`src/logic/ahpf_consts.svh`:
```
// constants of the output range and high-pass configuration block
// assumes inclusion by bare name from every design file that needs them
`ifndef AHPF_CONSTS_SVH
`define AHPF_CONSTS_SVH

// register offsets
`define AHPF_OFS_DEVICE_IDENTITY 8'h0D
`define AHPF_OFS_OUTPUT_RANGE_CONFIG 8'h0E
`define AHPF_OFS_HIGHPASS_CUTOFF_CONFIG 8'h0F

// output_range_config fields
`define AHPF_HPOUT_BIT 4
`define AHPF_FS_LSB 0
`define AHPF_FS_MSB 1
`define AHPF_RANGE_CFG_MASK 8'h13
`define AHPF_RANGE_CFG_RESET 8'h00

// highpass_cutoff_config fields
`define AHPF_PULSE_BYP_BIT 5
`define AHPF_PULSE_LPF_BIT 4
`define AHPF_SEL_LSB 0
`define AHPF_SEL_MSB 1
`define AHPF_CUTOFF_CFG_MASK 8'h33
`define AHPF_CUTOFF_CFG_RESET 8'h00

// identity value, arbitrary neutral code
`define AHPF_ID_DEFAULT 8'h5C

// unmapped read value
`define AHPF_UNMAPPED_RDATA 8'h00

// cut-off shifts: corner is 16 Hz divided by two to the shift
`define AHPF_SHIFT_BASE_50HZ 4'h3
`define AHPF_SHIFT_LNLP_SLOW 4'h5
`define AHPF_SHIFT_LP_SLOW 4'h6

`endif

```
`src/logic/ahpf_pkg.sv`:
```
// types of the output range and high-pass configuration block
// assumes ahpf_consts.svh holds the numeric constants
package ahpf_pkg;

  // output data rate code, fastest first
  typedef enum logic [2:0] {
    ODR_800 = 3'h0,
    ODR_400 = 3'h1,
    ODR_200 = 3'h2,
    ODR_100 = 3'h3,
    ODR_50 = 3'h4,
    ODR_12P5 = 3'h5,
    ODR_6P25 = 3'h6,
    ODR_1P56 = 3'h7
  } ahpf_odr_t;

  // oversampling mode
  typedef enum logic [1:0] {
    OSM_NORMAL = 2'h0,
    OSM_LNLP = 2'h1,
    OSM_HIRES = 2'h2,
    OSM_LOWPOW = 2'h3
  } ahpf_osmode_t;

  // full-scale range code
  typedef enum logic [1:0] {
    FS_2G = 2'h0,
    FS_4G = 2'h1,
    FS_8G = 2'h2,
    FS_RSVD = 2'h3
  } ahpf_fs_t;

  typedef logic signed [13:0] ahpf_axis_t;
  typedef ahpf_axis_t [2:0] ahpf_sample_t;

endpackage

```
`src/logic/ahpf_cutoff_if.sv`:
```
// carries the cut-off selection between the top and the cut-off table
// assumes both ends run on the same clock
interface ahpf_cutoff_if;
  logic [1:0] sel;
  ahpf_pkg::ahpf_odr_t odr;
  ahpf_pkg::ahpf_osmode_t mode;
  logic [3:0] shift;

  modport ctl (output sel, output odr, output mode, input shift);
  modport lut (input sel, input odr, input mode, output shift);
endinterface

```
`src/logic/ahpf_cutoff_lut.sv`:
```
// cut-off table: corner = 16 Hz / 2**shift
// assumes same clock, clock enable and reset as the top
`include "ahpf_consts.svh"

module ahpf_cutoff_lut (
  input wire logic clk_i,
  input wire logic rst_n_i,
  input wire logic ce_i,
  ahpf_cutoff_if.lut cut
);

  logic [3:0] base;
  logic [3:0] shift_d;
  logic [3:0] shift_q;

  always_comb begin
    base = 4'h0;
    unique case (cut.mode)
      ahpf_pkg::OSM_NORMAL: begin
        if (cut.odr <= ahpf_pkg::ODR_400) begin
          base = 4'h0;
        end else if (cut.odr >= ahpf_pkg::ODR_50) begin
          base = `AHPF_SHIFT_BASE_50HZ;
        end else begin
          base = {1'b0, cut.odr} - 4'h1;
        end
      end
      ahpf_pkg::OSM_LNLP: begin
        if (cut.odr <= ahpf_pkg::ODR_400) begin
          base = 4'h0;
        end else if (cut.odr >= ahpf_pkg::ODR_12P5) begin
          base = `AHPF_SHIFT_LNLP_SLOW;
        end else begin
          base = {1'b0, cut.odr} - 4'h1;
        end
      end
      ahpf_pkg::OSM_HIRES: begin
        base = 4'h0;
      end
      ahpf_pkg::OSM_LOWPOW: begin
        if (cut.odr >= ahpf_pkg::ODR_12P5) begin
          base = `AHPF_SHIFT_LP_SLOW;
        end else begin
          base = {1'b0, cut.odr};
        end
      end
    endcase
    shift_d = base + {2'h0, cut.sel};
  end

  always_ff @(posedge clk_i) begin
    if (!rst_n_i) begin
      shift_q <= 4'h0;
    end else if (ce_i) begin
      shift_q <= shift_d;
    end
  end

  assign cut.shift = shift_q;

endmodule // ahpf_cutoff_lut

```
`src/logic/ahpf_top.sv`:
```
// output range and high-pass configuration of the accelerometer data path
// assumes register port, samples and rate/mode come from logic on SYS_CLK_I
//
// Behaviour
// - identity register is read-only, writes never change it
// - high-pass output enable routes filtered samples to FIFO and data registers
// - high-pass output enable is bit 4, resets to 0
// - full-scale bits 1:0 pick 2g, 4g or 8g; 11 reserved
// - pulse bypass bit 5: 0 filtered, 1 unfiltered to pulse detection
// - pulse low-pass bit 4: 1 inserts low-pass filter in pulse path
// - cut-off select bits 1:0, reset 00, with rate and mode pick corner
// - normal mode corners 16 Hz down to 0.25 Hz by rate and code
// - low-noise low-power equals normal to 50 Hz, slower 0.5 Hz down
// - high-resolution corners 16, 8, 4, 2 Hz regardless of rate
// - low-power corners from 16 Hz halving per rate, down to 0.031 Hz
`include "ahpf_consts.svh"

module ahpf_top #(
  parameter logic [7:0] ID_VALUE = `AHPF_ID_DEFAULT // arbitrary value
) (
  // clock, reset, enable
  input wire logic SYS_CLK_I,
  input wire logic RST_N_I,
  input wire logic CE_I,
  // register port from the serial interface engine
  input wire logic [7:0] REG_ADDR_I,
  input wire logic REG_WR_I,
  input wire logic [7:0] REG_WDATA_I,
  input wire logic REG_RD_I,
  output logic [7:0] REG_RDATA_O,
  output logic REG_RVALID_O,
  // sample path
  input wire logic SAMPLE_VALID_I,
  input wire ahpf_pkg::ahpf_sample_t RAW_SAMPLE_I,
  input wire ahpf_pkg::ahpf_sample_t HP_SAMPLE_I,
  input wire ahpf_pkg::ahpf_odr_t ODR_I,
  input wire ahpf_pkg::ahpf_osmode_t OSMODE_I,
  // output data and FIFO feed
  output ahpf_pkg::ahpf_sample_t OUT_SAMPLE_O,
  output logic OUT_VALID_O,
  // pulse-detection feed
  output ahpf_pkg::ahpf_sample_t PULSE_SAMPLE_O,
  output logic PULSE_VALID_O,
  // configuration outputs
  output ahpf_pkg::ahpf_fs_t FULL_SCALE_O,
  output logic [3:0] CUTOFF_SHIFT_O
);

  logic [7:0] range_cfg_q;
  logic [7:0] cutoff_cfg_q;
  logic [7:0] rdata_d;
  logic highpass_output_enable;
  logic [1:0] full_scale_select;
  logic pulse_highpass_bypass;
  logic pulse_lowpass_enable;
  logic [1:0] cutoff_select;
  logic wr_range;
  logic wr_cutoff;
  logic [1:0] fs_new;
  ahpf_pkg::ahpf_sample_t out_q;
  ahpf_pkg::ahpf_sample_t pulse_q;
  ahpf_pkg::ahpf_sample_t lpf_q;
  ahpf_pkg::ahpf_sample_t pulse_src;
  ahpf_pkg::ahpf_sample_t lpf_d;
  logic out_valid_q;
  logic pulse_valid_q;
  ahpf_pkg::ahpf_fs_t fs_q;
  logic [3:0] shift_q;

  ahpf_cutoff_if cut ();

  // register fields
  assign highpass_output_enable = range_cfg_q[`AHPF_HPOUT_BIT];
  assign full_scale_select = range_cfg_q[`AHPF_FS_MSB:`AHPF_FS_LSB];
  assign pulse_highpass_bypass = cutoff_cfg_q[`AHPF_PULSE_BYP_BIT];
  assign pulse_lowpass_enable = cutoff_cfg_q[`AHPF_PULSE_LPF_BIT];
  assign cutoff_select = cutoff_cfg_q[`AHPF_SEL_MSB:`AHPF_SEL_LSB];

  assign wr_range = REG_WR_I && (REG_ADDR_I == `AHPF_OFS_OUTPUT_RANGE_CONFIG);
  assign wr_cutoff = REG_WR_I && (REG_ADDR_I == `AHPF_OFS_HIGHPASS_CUTOFF_CONFIG);

  // reserved full-scale code keeps the previous range
  always_comb begin
    fs_new = REG_WDATA_I[`AHPF_FS_MSB:`AHPF_FS_LSB];
    if (fs_new == ahpf_pkg::FS_RSVD) begin
      fs_new = full_scale_select;
    end
  end

  // output_range_config
  always_ff @(posedge SYS_CLK_I) begin
    if (!RST_N_I) begin
      range_cfg_q <= `AHPF_RANGE_CFG_RESET;
    end else if (CE_I && wr_range) begin
      range_cfg_q <= ({REG_WDATA_I[7:2], fs_new}) & `AHPF_RANGE_CFG_MASK;
    end
  end

  // highpass_cutoff_config
  always_ff @(posedge SYS_CLK_I) begin
    if (!RST_N_I) begin
      cutoff_cfg_q <= `AHPF_CUTOFF_CFG_RESET;
    end else if (CE_I && wr_cutoff) begin
      cutoff_cfg_q <= REG_WDATA_I & `AHPF_CUTOFF_CFG_MASK;
    end
  end

  // read decode
  always_comb begin
    unique case (REG_ADDR_I)
      `AHPF_OFS_DEVICE_IDENTITY: rdata_d = ID_VALUE;
      `AHPF_OFS_OUTPUT_RANGE_CONFIG: rdata_d = range_cfg_q;
      `AHPF_OFS_HIGHPASS_CUTOFF_CONFIG: rdata_d = cutoff_cfg_q;
      default: rdata_d = `AHPF_UNMAPPED_RDATA;
    endcase
  end

  // read data holds until the next read
  always_ff @(posedge SYS_CLK_I) begin
    if (!RST_N_I) begin
      REG_RDATA_O <= 8'h00;
    end else if (CE_I && REG_RD_I) begin
      REG_RDATA_O <= rdata_d;
    end
  end

  // read strobe answered one cycle later
  always_ff @(posedge SYS_CLK_I) begin
    if (!RST_N_I) begin
      REG_RVALID_O <= 1'b0;
    end else if (CE_I) begin
      REG_RVALID_O <= REG_RD_I;
    end
  end

  // cut-off table
  assign cut.sel = cutoff_select;
  assign cut.odr = ODR_I;
  assign cut.mode = OSMODE_I;

  ahpf_cutoff_lut u_lut (
    .clk_i(SYS_CLK_I),
    .rst_n_i(RST_N_I),
    .ce_i(CE_I),
    .cut(cut.lut)
  );

  // full-scale output
  always_ff @(posedge SYS_CLK_I) begin
    if (!RST_N_I) begin
      fs_q <= ahpf_pkg::FS_2G;
    end else if (CE_I) begin
      fs_q <= ahpf_pkg::ahpf_fs_t'(full_scale_select);
    end
  end

  // cut-off output, one stage behind the table
  always_ff @(posedge SYS_CLK_I) begin
    if (!RST_N_I) begin
      shift_q <= 4'h0;
    end else if (CE_I) begin
      shift_q <= cut.shift;
    end
  end

  // per-axis sample selection and pulse low-pass
  for (genvar a = 0; a < 3; a++) begin : g_axis
    assign pulse_src[a] = pulse_highpass_bypass ? RAW_SAMPLE_I[a] : HP_SAMPLE_I[a];
    assign lpf_d[a] = 14'(lpf_q[a] + ((pulse_src[a] - lpf_q[a]) >>> 1));
  end

  // output data and FIFO path
  always_ff @(posedge SYS_CLK_I) begin
    if (!RST_N_I) begin
      out_q <= '0;
    end else if (CE_I && SAMPLE_VALID_I) begin
      out_q <= highpass_output_enable ? HP_SAMPLE_I : RAW_SAMPLE_I;
    end
  end

  // output strobe follows each sample by one cycle
  always_ff @(posedge SYS_CLK_I) begin
    if (!RST_N_I) begin
      out_valid_q <= 1'b0;
    end else if (CE_I) begin
      out_valid_q <= SAMPLE_VALID_I;
    end
  end

  // low-pass state tracks the pulse source every sample
  always_ff @(posedge SYS_CLK_I) begin
    if (!RST_N_I) begin
      lpf_q <= '0;
    end else if (CE_I && SAMPLE_VALID_I) begin
      lpf_q <= lpf_d;
    end
  end

  // pulse-detection path
  always_ff @(posedge SYS_CLK_I) begin
    if (!RST_N_I) begin
      pulse_q <= '0;
    end else if (CE_I && SAMPLE_VALID_I) begin
      pulse_q <= pulse_lowpass_enable ? lpf_d : pulse_src;
    end
  end

  // pulse strobe follows each sample by one cycle
  always_ff @(posedge SYS_CLK_I) begin
    if (!RST_N_I) begin
      pulse_valid_q <= 1'b0;
    end else if (CE_I) begin
      pulse_valid_q <= SAMPLE_VALID_I;
    end
  end

  assign OUT_SAMPLE_O = out_q;
  assign OUT_VALID_O = out_valid_q;
  assign PULSE_SAMPLE_O = pulse_q;
  assign PULSE_VALID_O = pulse_valid_q;
  assign FULL_SCALE_O = fs_q;
  assign CUTOFF_SHIFT_O = shift_q;

endmodule // ahpf_top

```
`config.mk`:
```
export PLATFORM = sky130hd
export DESIGN_NAME = ahpf_top
export DESIGN_NICKNAME = d
export VERILOG_FILES = /design/src/logic/ahpf_pkg.sv /design/src/logic/ahpf_cutoff_if.sv /design/src/logic/ahpf_cutoff_lut.sv /design/src/logic/ahpf_top.sv
export VERILOG_INCLUDE_DIRS = /design/src /design/src/logic
export SDC_FILE = /design/constraint.sdc
export NUM_CORES = 1
export LEC_CHECK = 0
export BUFFER_PORTS_ARGS = -buffer_cell sky130_fd_sc_hd__buf_2
export CELL_PAD_IN_SITES_DETAIL_PLACEMENT = 0
export CELL_PAD_IN_SITES_GLOBAL_PLACEMENT = 1
export CORE_MARGIN = 8
export CORE_UTILIZATION = 41
export CTS_CLUSTER_SIZE = 28
export DETAILED_ROUTE_END_ITERATION = 7
export HOLD_SLACK_MARGIN = 0.05
export PLACE_DENSITY = 0.85
export SYNTH_ARGS = -nofsm -noshare
export SYNTH_HDL_FRONTEND = slang
export SYNTH_HIERARCHICAL = 1
export SYNTH_SLANG_ARGS = --single-unit
```
`constraint.sdc`:
```
create_clock -name SYS_CLK_I -period 6.1 [get_ports SYS_CLK_I]
set_input_delay 0.61 -clock SYS_CLK_I [delete_from_list [all_inputs] [get_ports SYS_CLK_I]]
set_output_delay 0.61 -clock SYS_CLK_I [all_outputs]
set_load 0.02 [all_outputs]
```
* Word-level counts from Yosys, hierarchy flattened *
Index checks and enable logic that the tools add are counted.
W data, S select, Z words.

storage, ports and cells
  RAM bits = 0
  output and inout port bits = 101
  register bits = 153
  memories kept = 0
  input bits = 111
  bits in latches = 0
  memory bits (read-only) = 0

operators by class
  equality and inequality tests = 7
  $add $sub $neg = 8
  shifts and indexed selects = 0
  $lt $le $gt $ge = 3
  reductions and logical operators = 8
  divide/modulo/power cells = 0
  bitwise operators = 1
  $mul = 0
  mux-type cells = 12

operators by type and width
  operator               count
  $mux W42               2
  $add A14 B13 Y14       3
  $mux W14               3
  $sub A14 B14 Y14       3
  $eq A8 B4 Y1 const B   3
  $pmux W7 S3            1
  $mux W4                4
  $pmux W4 S4            1
  $eq A2 B2 Y1 const B   3
  $ge A3 B3 Y1 const B   2
  $logic_and A1 B1 Y1    6
  $add A4 B2 Y4          1
  $sub A3 B1 Y4 const B  1
  $le A3 B1 Y1 const B   1
  $mux W3                1
  $eq A2 B1 Y1 const B   1
  $logic_not A2 Y1       1
  $reduce_and A2 Y1      1
  $not A1 Y1             1

* Longest topological paths before layout *
  depth in word-level cells = 5
  depth in mapped cells = 22

* Hierarchy *
Netlist, hierarchy kept.

modules (own cells, without submodules)
  module           cells an instance  sequential area each (µm²)  area each (µm²)  times used
  ahpf_top         1,189              2,922.8                     9,801.9          1
  ahpf_cutoff_lut  53                 80.1                        424.2            1

* Worst setup path before layout *
OpenSTA, ideal clock, no wires.

  kind = register to register
  start = reg cutoff_cfg_q[5]
  end = reg pulse_q (netlist bit PULSE_SAMPLE_O[27])
  path slack = 1.442 ns
  path buffers = 3
  cell stages (with the launch flop) = 21
  data required time = 6.026 ns
  clock period less this slack = 4.658 ns
  data arrival time = 4.584 ns
  path through = dfxtp_1 -> buf_6 -> clkbuf_1 -> buf_1 -> mux2i_1 -> fa_1 -> nor2b_1 -> o21ai_0 -> a21boi_0 -> o21a_1 -> nor2_1 -> xnor2_1 -> ha_1 -> o21ai_0 -> nand2b_2 -> and4_2 -> a221o_1 -> o41ai_4 -> xnor2_1 -> or3_1 -> a31oi_1

on the way
  cells in the longest elaborated chain, start to end = 4

RTL lines
  element                   line             source
  start: declaration        ahpf_top.sv:50   logic [7:0] cutoff_cfg_q;
  start signal: assignment  ahpf_top.sv:102  cutoff_cfg_q <= `AHPF_CUTOFF_CFG_RESET;
  start signal: assignment  ahpf_top.sv:104  cutoff_cfg_q <= REG_WDATA_I & `AHPF_CUTOFF_CFG_MASK;
  $mux W14 *                ahpf_top.sv:168  assign pulse_src[a] = pulse_highpass_bypass ? RAW_SAMPLE_I[a] : HP_SAMPLE_I[a];
  $sub A14 B14 Y14          ahpf_top.sv:169  assign lpf_d[a] = 14'(lpf_q[a] + ((pulse_src[a] - lpf_q[a]) >>> 1));
  $add A14 B13 Y14          ahpf_top.sv:169
  $mux W42 *                ahpf_top.sv:204  pulse_q <= pulse_lowpass_enable ? lpf_d : pulse_src;
  end signal: assignment    ahpf_top.sv:204
  end: declaration          ahpf_top.sv:61   ahpf_pkg::ahpf_sample_t pulse_q;

Mark *: on every way between the ends. The rest lies on a longest branch, timed or not.
A chain may end at the register's enable or synchronous reset.

* Final worst setup path *
Ends and elaborated chain as after synthesis.

==> impl_metrics.ini <==
[worst_setup_path]
path_max_fanout = 38
critPathTopFamily = compound AO/OA/AOI/OAI gates
r2r_start = cutoff_cfg_q[5]$_SDFFE_PN0P_
cp_num_buf_inv = 1
rrSetupSlack_ps = 1250
cp_cell_sequence = buf_12, mux2_2, ha_1, nor2b_1, o21ai_0, a21boi_0, o21a_1, nor2_1, xnor2_1, ha_1, o21ai_0, nand2b_2, and4_2, a221o_1, o41ai_4, xnor2_1, or3_1, a31oi_1
crit_start = cutoff_cfg_q[5]$_SDFFE_PN0P_
endpoint_kind = flop
r2r-end = PULSE_SAMPLE_O[27]$_SDFFE_PN0P_
worstPathRequired_ps = 6440
critPathLaunchType = flop
reg2regPathDepth = 18
cp_slowest_cell = dfxtp_2
critical_path_class = reg -> reg
cp.arrival_ps = 5190
max_stage_delay_ps = 450

[final_layout]
drive_above_1_share_pct = 20.69
antenna_cells = 0
multiInputGateArea_sq_um = 6714
final_nets = 1612
seq_area_sq_um = 3007
syn_to_final_growth_pct = 17.56
n_fill_cell = 2467
final_area_sq_um = 12020

[clock_network]
cts_tree = done
cts.sink_count = 150
htreeDepth = 4
cts_setup_buffers = 0
numCtsBuffers = 17
cts_resized = 0
clk_latency_ps = 420
cts-root-buf = clkbuf_16
clk_pin_slew_worst_paths_ps = 60
hold_buffers = 0
cts_buffer_depth = 2

[logic_synthesis]
synth_ff_type = dfxtp_1
yosysWarnings = 6
synth-edff-count = 0
ys_seq_elements = 150
yosysSeqAreaShare_pct = 29.36
synthCells = 1242
async_flop_share_pct = 0
syn_area_sq_um = 10230
synth.distinct_cells = 66
synth_nets = 1448
syn_area_per_cell_sq_um = 8.234

[detailed_routing]
ant_nets = 0
drc = 0
viasPerCell = 5.256
routed_wl_microns = 27780
routedWlPerCell_microns = 15.91
drtPass1Iterations = 5
vias = 9177
drtIter0Drc = 424

[power]
cellPowerDensity_nw_per_um2 = 316.9
p_leak_nw = 5.067
peakVddDrop_mv = 0.1397

[timing]
hold_viol = 0
rsz0062_at_grt = no
fin_crit_ps = 4849
post-route-period-util_pct = 79.50
fin_tns_setup_ps = 0
worstMarginPinSlew_ps = 919.0
fmax_mhz = 206.2
slew_violations = 0
slew_headroom_pct = 38.74
setup_viol = 0
skew_ps = 15.47

[hold_path]
holdPathStages = 2
hp-class = reg -> reg
hold_end = PULSE_SAMPLE_O[28]$_SDFFE_PN0P_
worstHoldStart = PULSE_SAMPLE_O[28]$_SDFFE_PN0P_

[placed_design]
dp_hpwl_microns = 20180
dpl-instance-area_sq_um = 11480
gp_congestion = 0.8438
io_buffers = 206

[global_route]
grt_remaining_overflow = 0
track_usage_pct = 17.93
grt_max_degree = 113
antenna_found_initial = 0
grt_pass1_vias = 9086
grt_pass1_wl_microns = 45550

[floorplanning]
core_area_sq_um = 24820
initial_core_util_pct = 41.20
die-area_sq_um = 30250
io_pins = 212
die_w_microns = 173.9
rows = 58
die_h_microns = 173.9

[flow_run]
maxCapViolCount = 0

[status]
outcome = finished, final reports clean
-- where the power goes --
group / total (mW) / switching [mW] / internal [mW]
sequential: 1.13 / 0.0645 / 1.07
combinational: 1.67 / 0.950 / 0.718
clock: 1.01 / 0.433 / 0.575
-- cells in the mapped netlist, drive strengths merged, types with 6 or more instances --
cell | instances | area, sq um
inv | 62 | 232.7
mux2 | 34 | 382.9
xnor2 | 46 | 402.9
a21boi | 6 | 45.04
o21bai | 10 | 75.07
buf | 14 | 75.07
ha | 88 | 1101
nand3 | 14 | 70.07
nor2 | 117 | 439.2
a21o | 15 | 113.9
nor3 | 24 | 120.1
o21ai | 47 | 235.2
a31oi | 6 | 37.54
mux2i | 76 | 760.7
xor2 | 18 | 157.7
nor2b | 13 | 81.33
nand2b | 8 | 52.55
a211oi | 60 | 455.4
nand2 | 133 | 499.2
or3 | 7 | 43.79
o21a | 17 | 127.6
fa | 7 | 140.1
clkbuf | 55 | 206.5
dfxtp | 150 | 3003
a311oi | 7 | 61.31
and2 | 7 | 43.79
o211ai | 14 | 105.1
a21oi | 122 | 610.6
-- layer usage --
metal | part of all wire (%) | track usage, % | up-vias
li1 | - | - | 4740
met1 | 49 | 22.81 | 4261
met2 | 46 | 30.39 | 159
met3 | 4.2 | 3.710 | 17
met4 | 0.95 | 4.631 | 0
met5 | 0 | 0 | -
-- layout make-up --
type | count | share of cell area, %
Clock buffer | 20 | 3.799
Clock inverter | 9 | 0.6661
Inverter | 62 | 1.957
Multi-Input combinational cell | 961 | 55.85
Sequential cell | 150 | 25.01
Tap cell | 330 | 3.435
Timing Repair Buffer | 214 | 9.284
-- cells by family (layout without fill, tap and decap cells) --
kind of cell,Yosys count,in the layout,synth area share [%]
AND/OR/NAND/NOR,349,349,15.01
AO/OA/AOI/OAI,341,341,21.53
flip-flops,150,150,29.36
buffers and inverters,131,305,5.029
multiplexers,110,110,11.18
adder cells (fa/ha/maj),95,95,12.14
XOR/XNOR,65,65,5.702
other,1,1,0.03667
-- how the worst max path moves through the flow --
stage                                       to  slack (ps)  cells after the start
6_report       PULSE_SAMPLE_O[27]$_SDFFE_PN0P_        1250                     18
5_1_grt                 lpf_q[12]$_SDFFE_PN0P_         800                     17
4_1_cts        PULSE_SAMPLE_O[27]$_SDFFE_PN0P_        1270                     17
3_5_place_dp   PULSE_SAMPLE_O[27]$_SDFFE_PN0P_        1290                     19
3_3_place_gp   PULSE_SAMPLE_O[13]$_SDFFE_PN0P_        1330                     17
2_1_floorplan  PULSE_SAMPLE_O[27]$_SDFFE_PN0P_        1440                     20
-- worst min-delay path: cells and delay by family (launching register included) --
kind	cells	cell delay, ps
DFF	1	300
and+or+nand+nor	1	50
AOI/OAI and AO/OA	1	50
-- through the flow --
step	hold slack [ps]	setup WS (ps)	power [mW]	std cells	util, %
6_report	451.7	1251	3.810	1746	48.44
5_1_grt	452.8	796.4	4.095	1746	48.44
4_1_cts	431.4	1270	3.839	1746	48.44
3_5_place_dp	445.6	1288	2.812	1717	46.27
3_3_place_gp	435.8	1333	2.791	1717	46.27
2_1_floorplan	449.0	1442	2.462	1242	-
-- flip-flops by register name, summed over array words and instances, names as in the netlist, 2 cells and up --
name	flops
OUT_SAMPLE_O	42
PULSE_SAMPLE_O	42
lpf_q	42
REG_RDATA_O	5
CUTOFF_SHIFT_O	4
cutoff_cfg_q	4
u_lut/cut.shift	4
range_cfg_q	3
FULL_SCALE_O	2
-- cell usage in the layout (no fill, tap or decap), drive strengths merged, types with 34 or more instances in the layout --
cell / n
inv: 63
nor2: 117
nand2: 133
xnor2: 46
mux2: 34
mux2i: 76
a21oi: 122
buf: 214
o21ai: 47
a211oi: 60
ha: 88
dfxtp: 150
Power figures use the tool's default switching activity.
